[src/two_wire_pkg.sv]
`default_nettype none
package two_wire_pkg;
  // ==========================================================
  // Register map, byte addresses (printed offsets are not word aligned)
  localparam logic [7:0] STATUS_IDX = 8'hb9;
  localparam logic [7:0] DATA_IDX = 8'hbb;
  localparam logic [7:0] CTRL_IDX = 8'hbc;
  localparam logic [9:0] STATUS_ADDR = {STATUS_IDX, 2'b00};
  localparam logic [9:0] DATA_ADDR = {DATA_IDX, 2'b00};
  localparam logic [9:0] CTRL_ADDR = {CTRL_IDX, 2'b00};
  localparam logic [7:0] STATUS_RESET = 8'hf8;
  localparam logic [7:0] DATA_RESET = 8'hff;
  // Control register bit positions
  localparam int CTRL_DONE_BIT = 7;
  localparam int CTRL_ACKEN_BIT = 6;
  localparam int CTRL_BEGIN_BIT = 5;
  localparam int CTRL_HALT_BIT = 4;
  // ==========================================================
  // State codes, upper five bits of the status byte
  localparam logic [4:0] ST_START = 5'h01;
  localparam logic [4:0] ST_RESTART = 5'h02;
  localparam logic [4:0] ST_ARB_LOST = 5'h07;
  localparam logic [4:0] ST_ADDR_ACK = 5'h08;
  localparam logic [4:0] ST_ADDR_NACK = 5'h09;
  localparam logic [4:0] ST_DATA_ACK = 5'h0a;
  localparam logic [4:0] ST_DATA_NACK = 5'h0b;
  localparam logic [4:0] ST_IDLE = 5'h1f;
  // ==========================================================
  // Timing: quarter bit period in system clocks before prescaling
  localparam int QUARTER_NS = 1250;
  localparam int CLK_NS = 10;
  localparam int QUARTER_CYC = (QUARTER_NS + CLK_NS - 1) / CLK_NS;
  // Bus pins carried together
  typedef struct packed {
    logic scl;
    logic sda;
  } bus_pins_type;
endpackage : two_wire_pkg
`default_nettype wire

[src/two_wire_master_receiver.sv]
// Behaviour
// - Data changes only while clock low.
// - After start report 0x08, send address.
// - After repeated start report 0x10.
// - Arbitration lost reports 0x38, release bus.
// - Address acked reports 0x40, receive byte.
// - Address nacked reports 0x48, start/stop options.
// - Byte acked reports 0x50.
// - Byte nacked reports 0x58, start/stop options.
// - Status code in upper five bits.
// - Status bit two reads zero.
// - Low bits select divide 1/4/16/64.
// - Data register holds byte sent/received.
// - Data writable and stable only when done.
// - Bus data shifted in while shifting out.
// - Data byte kept on arbitration loss.
// - Acknowledge handled by hardware only.
// - Address byte: seven bits plus direction.
//
// Added by the designer: register access over Wishbone.
`default_nettype none
module two_wire_master_receiver
  import two_wire_pkg::*;
(
  // Clock and reset
  input wire logic ref_clk_i,
  input wire logic rst_i,
  // Wishbone slave
  input wire logic wb_cyc_i,
  input wire logic wb_stb_i,
  input wire logic wb_we_i,
  input wire logic [9:0] wb_adr_i,
  input wire logic [3:0] wb_sel_i,
  input wire logic [31:0] wb_dat_i,
  output logic [31:0] wb_dat_o,
  output logic wb_ack_o,
  // Open-drain bus pins, enable low drives low
  input wire logic scl_i,
  input wire logic sda_i,
  output logic scl_o,
  output logic scl_oe_n_o,
  output logic sda_o,
  output logic sda_oe_n_o,
  // Hand-off to the transmitter part
  output logic xmit_mode_o
);
  // ==========================================================
  // Phase sequencer states
  typedef enum logic [7:0] {
    PH_IDLE = 8'b0000_0001,
    PH_START = 8'b0000_0010,
    PH_BIT = 8'b0000_0100,
    PH_STOP = 8'b0000_1000,
    PH_WAIT = 8'b0001_0000,
    PH_WFREE = 8'b0010_0000,
    PH_XMIT = 8'b0100_0000,
    PH_SLAVE = 8'b1000_0000
  } phase_type;
  phase_type phase_q;
  bus_pins_type sync1_q, sync2_q, pins;
  logic [4:0] code_q;
  logic [1:0] presc_q;
  logic [7:0] data_q;
  logic done_q, acken_q, begin_q, halt_q, first_q, busy_q;
  logic is_addr_q, restart_q, then_start_q;
  logic [3:0] bit_q;
  logic [1:0] quarter_q;
  logic [13:0] div_q;
  logic [13:0] div_max;
  logic tick;
  logic drv_sda_q, drv_scl_q;
  logic acc, wr;
  logic ctrl_wr;
  logic [7:0] ctrl_rd;
  assign pins = sync2_q;
  assign acc = wb_cyc_i & wb_stb_i & ~wb_ack_o;
  // Writes land at the edge where the master samples ack high, not earlier
  assign wr = wb_cyc_i & wb_stb_i & wb_ack_o & wb_we_i & wb_sel_i[0];
  assign ctrl_wr = wr & (wb_adr_i == CTRL_ADDR) & wb_dat_i[CTRL_DONE_BIT];
  assign ctrl_rd = {done_q, acken_q, begin_q, halt_q, 4'h0};
  // ==========================================================
  // Two-stage pin synchroniser
  always_ff @(posedge ref_clk_i) begin
    if (rst_i) begin
      sync1_q <= '1;
      sync2_q <= '1;
    end else begin
      sync1_q <= {scl_i, sda_i};
      sync2_q <= sync1_q;
    end
  end
  // Prescaled quarter-bit tick
  always_comb begin
    unique case (presc_q)
      2'b00: div_max = 14'(QUARTER_CYC);
      2'b01: div_max = 14'(QUARTER_CYC * 4);
      2'b10: div_max = 14'(QUARTER_CYC * 16);
      2'b11: div_max = 14'(QUARTER_CYC * 64);
    endcase
  end
  assign tick = (div_q >= div_max - 14'h0001);
  always_ff @(posedge ref_clk_i) begin
    if (rst_i || !busy_q) begin
      div_q <= 14'h0000;
    end else if (tick) begin
      div_q <= 14'h0000;
    end else begin
      div_q <= div_q + 14'h0001;
    end
  end
  // ==========================================================
  // Wishbone answer, registered ack one cycle after the request
  always_ff @(posedge ref_clk_i) begin
    if (rst_i) begin
      wb_ack_o <= 1'b0;
      wb_dat_o <= 32'h0000_0000;
    end else begin
      wb_ack_o <= acc;
      if (acc) begin
        unique case (wb_adr_i)
          STATUS_ADDR: wb_dat_o <= {24'h0, code_q, 1'b0, presc_q};
          DATA_ADDR: wb_dat_o <= {24'h0, data_q};
          CTRL_ADDR: wb_dat_o <= {24'h0, ctrl_rd};
          default: wb_dat_o <= 32'h0000_0000;
        endcase
      end
    end
  end
  // Prescaler select
  always_ff @(posedge ref_clk_i) begin
    if (rst_i) begin
      presc_q <= STATUS_RESET[1:0];
    end else if (wr && wb_adr_i == STATUS_ADDR) begin
      presc_q <= wb_dat_i[1:0];
    end
  end
  // Control bits latched on each step launch
  always_ff @(posedge ref_clk_i) begin
    if (rst_i) begin
      acken_q <= 1'b0;
      begin_q <= 1'b0;
      first_q <= 1'b0;
    end else if (ctrl_wr) begin
      acken_q <= wb_dat_i[CTRL_ACKEN_BIT];
      begin_q <= wb_dat_i[CTRL_BEGIN_BIT];
    end
    if (!rst_i && done_q) begin
      first_q <= 1'b1;
    end
  end
  // ==========================================================
  // Main sequencer: bits, conditions, status codes, data shifter
  always_ff @(posedge ref_clk_i) begin
    if (rst_i) begin
      phase_q <= PH_IDLE;
      code_q <= ST_IDLE;
      data_q <= DATA_RESET;
      done_q <= 1'b0;
      halt_q <= 1'b0;
      busy_q <= 1'b0;
      bit_q <= 4'h0;
      quarter_q <= 2'b00;
      is_addr_q <= 1'b0;
      restart_q <= 1'b0;
      then_start_q <= 1'b0;
      drv_sda_q <= 1'b0;
      drv_scl_q <= 1'b0;
      xmit_mode_o <= 1'b0;
    end else begin
      // Data writable by software only while the done flag is set
      if (wr && wb_adr_i == DATA_ADDR && done_q && first_q) begin
        data_q <= wb_dat_i[7:0];
      end
      unique case (phase_q)
        PH_IDLE, PH_WAIT, PH_SLAVE: begin
          if (ctrl_wr) begin
            done_q <= 1'b0;
            halt_q <= wb_dat_i[CTRL_HALT_BIT];
            then_start_q <= wb_dat_i[CTRL_HALT_BIT] & wb_dat_i[CTRL_BEGIN_BIT];
            busy_q <= 1'b1;
            quarter_q <= 2'b00;
            if (phase_q == PH_SLAVE && wb_dat_i[CTRL_BEGIN_BIT]) begin
              phase_q <= PH_WFREE;
            end else if (wb_dat_i[CTRL_HALT_BIT]) begin
              phase_q <= PH_STOP;
            end else if (wb_dat_i[CTRL_BEGIN_BIT]) begin
              restart_q <= (phase_q == PH_WAIT);
              phase_q <= PH_START;
            end else if (phase_q == PH_WAIT &&
                         (code_q == ST_START || code_q == ST_RESTART) &&
                         !data_q[0] && code_q == ST_RESTART) begin
              phase_q <= PH_XMIT;
              xmit_mode_o <= 1'b1;
              busy_q <= 1'b0;
            end else if (phase_q == PH_WAIT) begin
              is_addr_q <= (code_q == ST_START || code_q == ST_RESTART);
              bit_q <= 4'h0;
              phase_q <= PH_BIT;
            end else begin
              busy_q <= 1'b0;
              phase_q <= PH_IDLE;
            end
          end
        end
        PH_WFREE: begin
          if (pins.scl && pins.sda) begin
            restart_q <= 1'b0;
            phase_q <= PH_START;
          end
        end
        PH_START: if (tick) begin
          quarter_q <= quarter_q + 2'b01;
          // Release, then pull data low while clock high, then clock low
          unique case (quarter_q)
            2'b00: begin drv_sda_q <= 1'b0; drv_scl_q <= 1'b0; end
            2'b01: drv_sda_q <= 1'b1;
            2'b10: drv_scl_q <= 1'b1;
            2'b11: begin
              code_q <= restart_q ? ST_RESTART : ST_START;
              done_q <= 1'b1;
              busy_q <= 1'b0;
              phase_q <= PH_WAIT;
            end
          endcase
        end
        PH_BIT: if (tick) begin
          quarter_q <= quarter_q + 2'b01;
          unique case (quarter_q)
            // Data set only with clock low
            2'b00: begin
              if (bit_q < 4'h8) begin
                drv_sda_q <= is_addr_q ? ~data_q[7] : 1'b0;
              end else begin
                drv_sda_q <= is_addr_q ? 1'b0 : acken_q;
              end
            end
            2'b01: drv_scl_q <= 1'b0;
            2'b10: begin
              if (bit_q < 4'h8) begin
                data_q <= {data_q[6:0], pins.sda};
              end
              // Lost arbitration: we released but line low; byte kept
              if (is_addr_q && !drv_sda_q && !pins.sda && (bit_q < 4'h8 ? data_q[7] : 1'b0)) begin
                code_q <= ST_ARB_LOST;
                drv_sda_q <= 1'b0;
                drv_scl_q <= 1'b0;
                done_q <= 1'b1;
                busy_q <= 1'b0;
                phase_q <= PH_SLAVE;
              end else if (bit_q == 4'h8) begin
                if (is_addr_q) begin
                  code_q <= pins.sda ? ST_ADDR_NACK : ST_ADDR_ACK;
                end else begin
                  code_q <= acken_q ? ST_DATA_ACK : ST_DATA_NACK;
                end
              end
            end
            2'b11: begin
              drv_scl_q <= 1'b1;
              if (phase_q == PH_BIT && bit_q == 4'h8) begin
                // Ack level kept past the falling clock; next bit releases it
                done_q <= 1'b1;
                busy_q <= 1'b0;
                phase_q <= PH_WAIT;
              end else begin
                bit_q <= bit_q + 4'h1;
              end
            end
          endcase
        end
        PH_STOP: if (tick) begin
          quarter_q <= quarter_q + 2'b01;
          unique case (quarter_q)
            2'b00: drv_sda_q <= 1'b1;
            2'b01: drv_scl_q <= 1'b0;
            2'b10: drv_sda_q <= 1'b0;
            2'b11: begin
              halt_q <= 1'b0;
              restart_q <= 1'b0;
              phase_q <= then_start_q ? PH_START : PH_IDLE;
              busy_q <= then_start_q;
              code_q <= ST_IDLE;
            end
          endcase
        end
        PH_XMIT: phase_q <= PH_XMIT;
        default: phase_q <= PH_IDLE;
      endcase
    end
  end
  // Pins from flops; enable low while pulling low
  always_ff @(posedge ref_clk_i) begin
    if (rst_i) begin
      scl_o <= 1'b0;
      sda_o <= 1'b0;
      scl_oe_n_o <= 1'b1;
      sda_oe_n_o <= 1'b1;
    end else begin
      scl_o <= 1'b0;
      sda_o <= 1'b0;
      scl_oe_n_o <= ~drv_scl_q;
      sda_oe_n_o <= ~drv_sda_q;
    end
  end
endmodule : two_wire_master_receiver
`default_nettype wire

[config.mk]
export PLATFORM = sky130hd
export DESIGN_NAME = two_wire_master_receiver
export DESIGN_NICKNAME = d
export VERILOG_FILES = /design/src/two_wire_pkg.sv /design/src/two_wire_master_receiver.sv
export SDC_FILE = /design/constraint.sdc
export NUM_CORES = 1
export LEC_CHECK = 0
export ABC_AREA = 1
export ABC_CLOCK_PERIOD_IN_PS = 2900
export BUFFER_PORTS_ARGS = -buffer_cell sky130_fd_sc_hd__buf_2
export CORE_MARGIN = 3
export CORE_UTILIZATION = 32
export CTS_CLUSTER_SIZE = 25
export DETAILED_ROUTE_END_ITERATION = 16
export GPL_TIMING_DRIVEN = 1
export MAX_ROUTING_LAYER = met4
export PLACE_DENSITY_LB_ADDON = 0.25
export SETUP_SLACK_MARGIN = 0.4
export SKIP_LAST_GASP = 1
export SYNTH_ARGS = -nofsm -noshare
export SYNTH_HDL_FRONTEND = slang
export SYNTH_SLANG_ARGS = --single-unit
[constraint.sdc]
create_clock -name ref_clk_i -period 2.9 [get_ports ref_clk_i]
set_input_delay 0.58 -clock ref_clk_i [delete_from_list [all_inputs] [get_ports ref_clk_i]]
set_output_delay 0.58 -clock ref_clk_i [all_outputs]
set_load 0.01 [all_outputs]
==> results.md <==
STA:
- The final clock period utilization by the worst path is 80.4%.
- The final number of max-transition violations is 0.
- At the pin with the least slew margin, the transition time is 597 ps.
- Between clock sinks in the finished design, the worst skew comes to ~4.8 ps.
- Setup total negative slack on the finished layout was measured at 0 ps.
- The final critical delay including setup and external delays is between 2000 and 2500 ps.
- Setup repair after global routing left no endpoint under its margin.
- The number of endpoints with negative hold slack in the final report is 0.
- Derived from the worst setup path, the maximum achievable clock frequency is roughly 430 MHz.
- The post-route worst hold slack is roughly 390 ps.
- Setup violations remaining at the end of the flow were counted as 0.
- In this run the tightest slew margin relative to its limit is 60.1%.

Die:
- The row count is 42.
- The die outline area is about 16,000 um^2.
- The horizontal die dimension is approximately 130 um.
- The height of the die is 125 um.
- The initial core utilization is 33.4%.
- The number of placed I/O pins is 91.
- The core outline area is between 10,000 and 15,000 um^2.

Yosys:
- Counting flops with an async set or reset pin after synthesis yields a share of 0%.
- In the synthesized netlist, the number of instances is about 650.
- Counting flops with a built-in enable in the synthesized netlist gives 0.
- Among all flip-flop cells after synthesis, the most frequent one is sky130_fd_sc_hd__dfxtp_1.
- The biggest area consumer among synthesized cells is sky130_fd_sc_hd__dfxtp_1.
- The cell area that synthesis handed to floorplanning was between 4000 and 5000 um^2.
- The post-synthesis average cell area is between 6 and 7 um^2.
- The count of unique library cells instantiated by Yosys is 47.
- Sequential elements use a little under a third of the synthesized area.
- The area fraction of the dominant cell type after synthesis is between 30% and 40%.
- The number of flip-flops and latches in the synthesized netlist is 70.
- Sorting the synthesized cells by area gives the leading types as sky130_fd_sc_hd__dfxtp_1, sky130_fd_sc_hd__nand2_1, sky130_fd_sc_hd__ha_1.
- The yosys synthesis warning count is 0.

Routing:
- The remaining antenna violation count is 0.
- The number of vias per cell after detailed routing is between 4 and 5.
- The first detailed-routing pass ran for 5 iterations.
- The initial DRC count is between 300 and 400.
- The post-detailed-routing wire length is roughly 11 mm.
- For this run, design rule violations remaining after detail routing come to 0.
- The detailed-route wire length per cell is 12.6 um.
- The detailed router placed approximately 4,200 vias in this run.

Clock tree:
- Buffers inserted during clock tree synthesis total 9.
- The total of hold buffers inserted after clock tree synthesis is 0.
- The TritonCTS clock tree is built.
- The tree built by TritonCTS fans out to 70 sinks.
- The tree is rooted in a sky130_fd_sc_hd__clkbuf_16.
- The clock network latency to the later pin of the worst-skew pair is 340 ps.
- CTS built an H-tree with a depth of 3.
- Clock-pin slew was measured on the worst setup and hold paths at around 60 ps.
- The maximum clock insertion buffer count is 2.

Worst setup path:
- The reg2reg setup slack is approximately 570 ps.
- In this run the worst path has a maximum fanout of 5.
- The critical path class is reg -> reg.
- The critical path capture point type is a flop.
- Data on the critical path arrives at its endpoint at 2560 ps.
- STA classifies the critical path startpoint as a flop.
- The signal on the critical path passes through inv_2 > ha_1 > inv_1 > ha_4 > a21oi_1 > nand2_2 > a21oi_4 > buf_6 > nand3_4 > nand2_4 > buf_4 > o21bai_1 > nand2_1 > nor2_1.
- For the worst setup path, the data required time is between 3000 and 4000 ps.
- The highest cell delay on the worst timing path is 380 ps.
- On the critical path, the stage with the largest delay is an instance of sky130_fd_sc_hd__dfxtp_4.

Flow run:
- Max-cap violations in this run came to 0.

Pwr:
- Registers are responsible for 32.6% of the overall power.
- The reported net switching power is 1.18 mW.
- The internal power is 2.17 mW.
- Of the total power, the share spent switching nets is between 30% and 40%.
- The share of total power dissipated in combinational logic is between 30% and 40%.
- In this run the power density over the cells is approximately 630 nW/um^2.
- The fraction of power consumed by the clock network is a little over a third.
- VDD sags by at most between 300 and 400 uV.
- The total leakage power is between 2 and 3 nW.

Global routing:
- met2 is the most crowded layer.
- The initial antenna violation count was 0.
- The global-route met3 utilization is 3.16%.
- Entering global routing, the biggest net connects 23 pins.
- The number of global-route vias before repair is between 3,000 and 4,000.
- The first global-routing pass estimated 18.5 mm of wire.
- Global routing used 14.6% of the available tracks.
- The aggregate global routing overflow is 0.
- The met2 track demand over resource is a little under a quarter.
- The met1 usage in global routing is between 15 and 20%.

Finish:
- Compared with the post-synthesis result, the final layout area differs by 16.6%.
- The fraction of layout instances using a drive strength above 1 is 19.7%.
- The area used by multi-input combinational logic is approximately 2800 um^2.
- The repair_antennas step left the layout with diodes totalling 0.
- The sequential cells in the finished layout cover a total of about 1400 um^2.
- After routing the design area is roughly 5300 um^2.
- The final-stage net count is about 780.
- The filler cells instantiated in the layout total between 1,000 and 1,500.
- The most common cell after layout, fill and taps aside is sky130_fd_sc_hd__nand2_1.
- Leaving out fill and tap cells, the most frequent cells in the layout are sky130_fd_sc_hd__nand2_1, sky130_fd_sc_hd__nor2_1, sky130_fd_sc_hd__inv_1.

Place:
- After legalization and detailed placement, the total HPWL measured ~8.4 mm.
- Summing all placed instances gives a cell area of a little under 5000 um^2.
- At the end of routability-driven placement, the weighted congestion stood at 0.892.
- The count of input and output buffers is 37.

Worst hold path:
- The tightest min-delay check is of the reg -> reg type.

Status:
- The run finished with clean final reports.
final cells by class:
class / instances / area share [%]
Inverter: 87 / 6.27
Tap cell: 176 / 4.17
Timing Repair Buffer: 45 / 4.71
Sequential cell: 70 / 26.7
Multi-Input combinational cell: 484 / 52.1
Clock buffer: 10 / 4.52
Clock inverter: 6 / 1.59
flip-flops by register name, indices dropped and copies added (netlist names), 2 cells and up:
register	cells
phase_q	8
bit_q	4
div_q	14
presc_q	2
code_q	5
pins	2
sync1_q	2
wb_dat_o	8
quarter_q	2
data_q	8
timing repair:
| action | CTS | global route |
|---|---|---|
| setup endpoints to repair | 24 | 45 |
| gates cloned | 0 | 1 |
| gates resized for setup | 5 | 21 |
| setup buffers | 1 | 4 |
| pin swaps | 1 | 10 |
per-stage QoR:
stage | total power [mW] | instances | setup WS (ps) | util [%]
5_1_grt | 3.55 | 878 | 373 | 39.0
2_1_floorplan | 1.93 | 676 | 745 | -
4_1_cts | 3.33 | 873 | 388 | 38.0
6_report | 3.35 | 878 | 567 | 39.0
3_5_place_dp | 2.11 | 856 | 277 | 35.4
3_3_place_gp | 2.10 | 856 | 367 | 35.4
cells by family after synthesis:
kind of cell               Yosys count  share of synthesized area (%)
and+or+nand+nor                    346                           37.3
buffers and inverters              123                           12.9
AOI/OAI and AO/OA                   79                           10.5
DFF                                 70                           30.9
adders and majority gates           26                           7.18
xor gates and xnor gates             6                           1.16
other                                1                         0.0827
power groups by stage:
| stage | combinational, mW | sequential (mW) | clock (mW) |
|---|---|---|---|
| after floorplan | 0.827 | 1.10 | 0 |
| after global placement | 0.984 | 1.11 | 0 |
| after detailed placement | 0.999 | 1.11 | 0 |
| after CTS | 1.01 | 1.09 | 1.22 |
| after global routing | 1.18 | 1.10 | 1.27 |
| final | 1.05 | 1.09 | 1.20 |
path summary, 6_finish.rpt:
kind                           startpoint                 endpoint  cells after the start
setup reg to reg  presc_q[0]$_SDFFE_PP0P_  phase_q[3]$_SDFFE_PP0P_                     14
hold reg to reg    drv_scl_q$_SDFFE_PP0P_    scl_oe_n_o$_SDFF_PP1_                      1
hold / removal     drv_scl_q$_SDFFE_PP0P_    scl_oe_n_o$_SDFF_PP1_                      1
setup / recovery  presc_q[0]$_SDFFE_PP0P_  phase_q[3]$_SDFFE_PP0P_                     14
cells in the mapped netlist, types with 5 or more instances:
cell                       number
sky130_fd_sc_hd__nor3b_1        5
sky130_fd_sc_hd__nand2_4        5
sky130_fd_sc_hd__nor2_4         5
sky130_fd_sc_hd__nor3_1         9
sky130_fd_sc_hd__nand2_2        8
sky130_fd_sc_hd__buf_4         26
sky130_fd_sc_hd__nand4_1       12
sky130_fd_sc_hd__nor2_2        10
sky130_fd_sc_hd__nand2_1      145
sky130_fd_sc_hd__o21ai_0       22
sky130_fd_sc_hd__inv_1         77
sky130_fd_sc_hd__or2_2          5
sky130_fd_sc_hd__inv_2          7
sky130_fd_sc_hd__buf_2          5
sky130_fd_sc_hd__ha_1          26
sky130_fd_sc_hd__a21oi_1       28
sky130_fd_sc_hd__nand3_1       42
sky130_fd_sc_hd__dfxtp_1       70
sky130_fd_sc_hd__nor2_1        82
sky130_fd_sc_hd__o22ai_1        6
sky130_fd_sc_hd__nand3_2        5
sky130_fd_sc_hd__o211ai_1       9
routing by layer:
| metal | up-vias | wire [um] | part of all wire (%) |
|---|---|---|---|
| li1 | 2145 | - | - |
| met1 | 1916 | 5150 | 47 |
| met2 | 128 | 5060 | 46 |
| met3 | 11 | 679 | 6.2 |
| met4 | 0 | 131 | 1.2 |
| met5 | - | 0 | 0 |
critical path, delay by kind of cell (launching register included):
family | cells | cell delay [ps]
buf+inv | 4 | 440
fa+ha+maj | 2 | 500
flops | 1 | 380
compound gates | 3 | 510
simple gates | 5 | 400
Note: power is estimated with default switching activity, not from simulation.
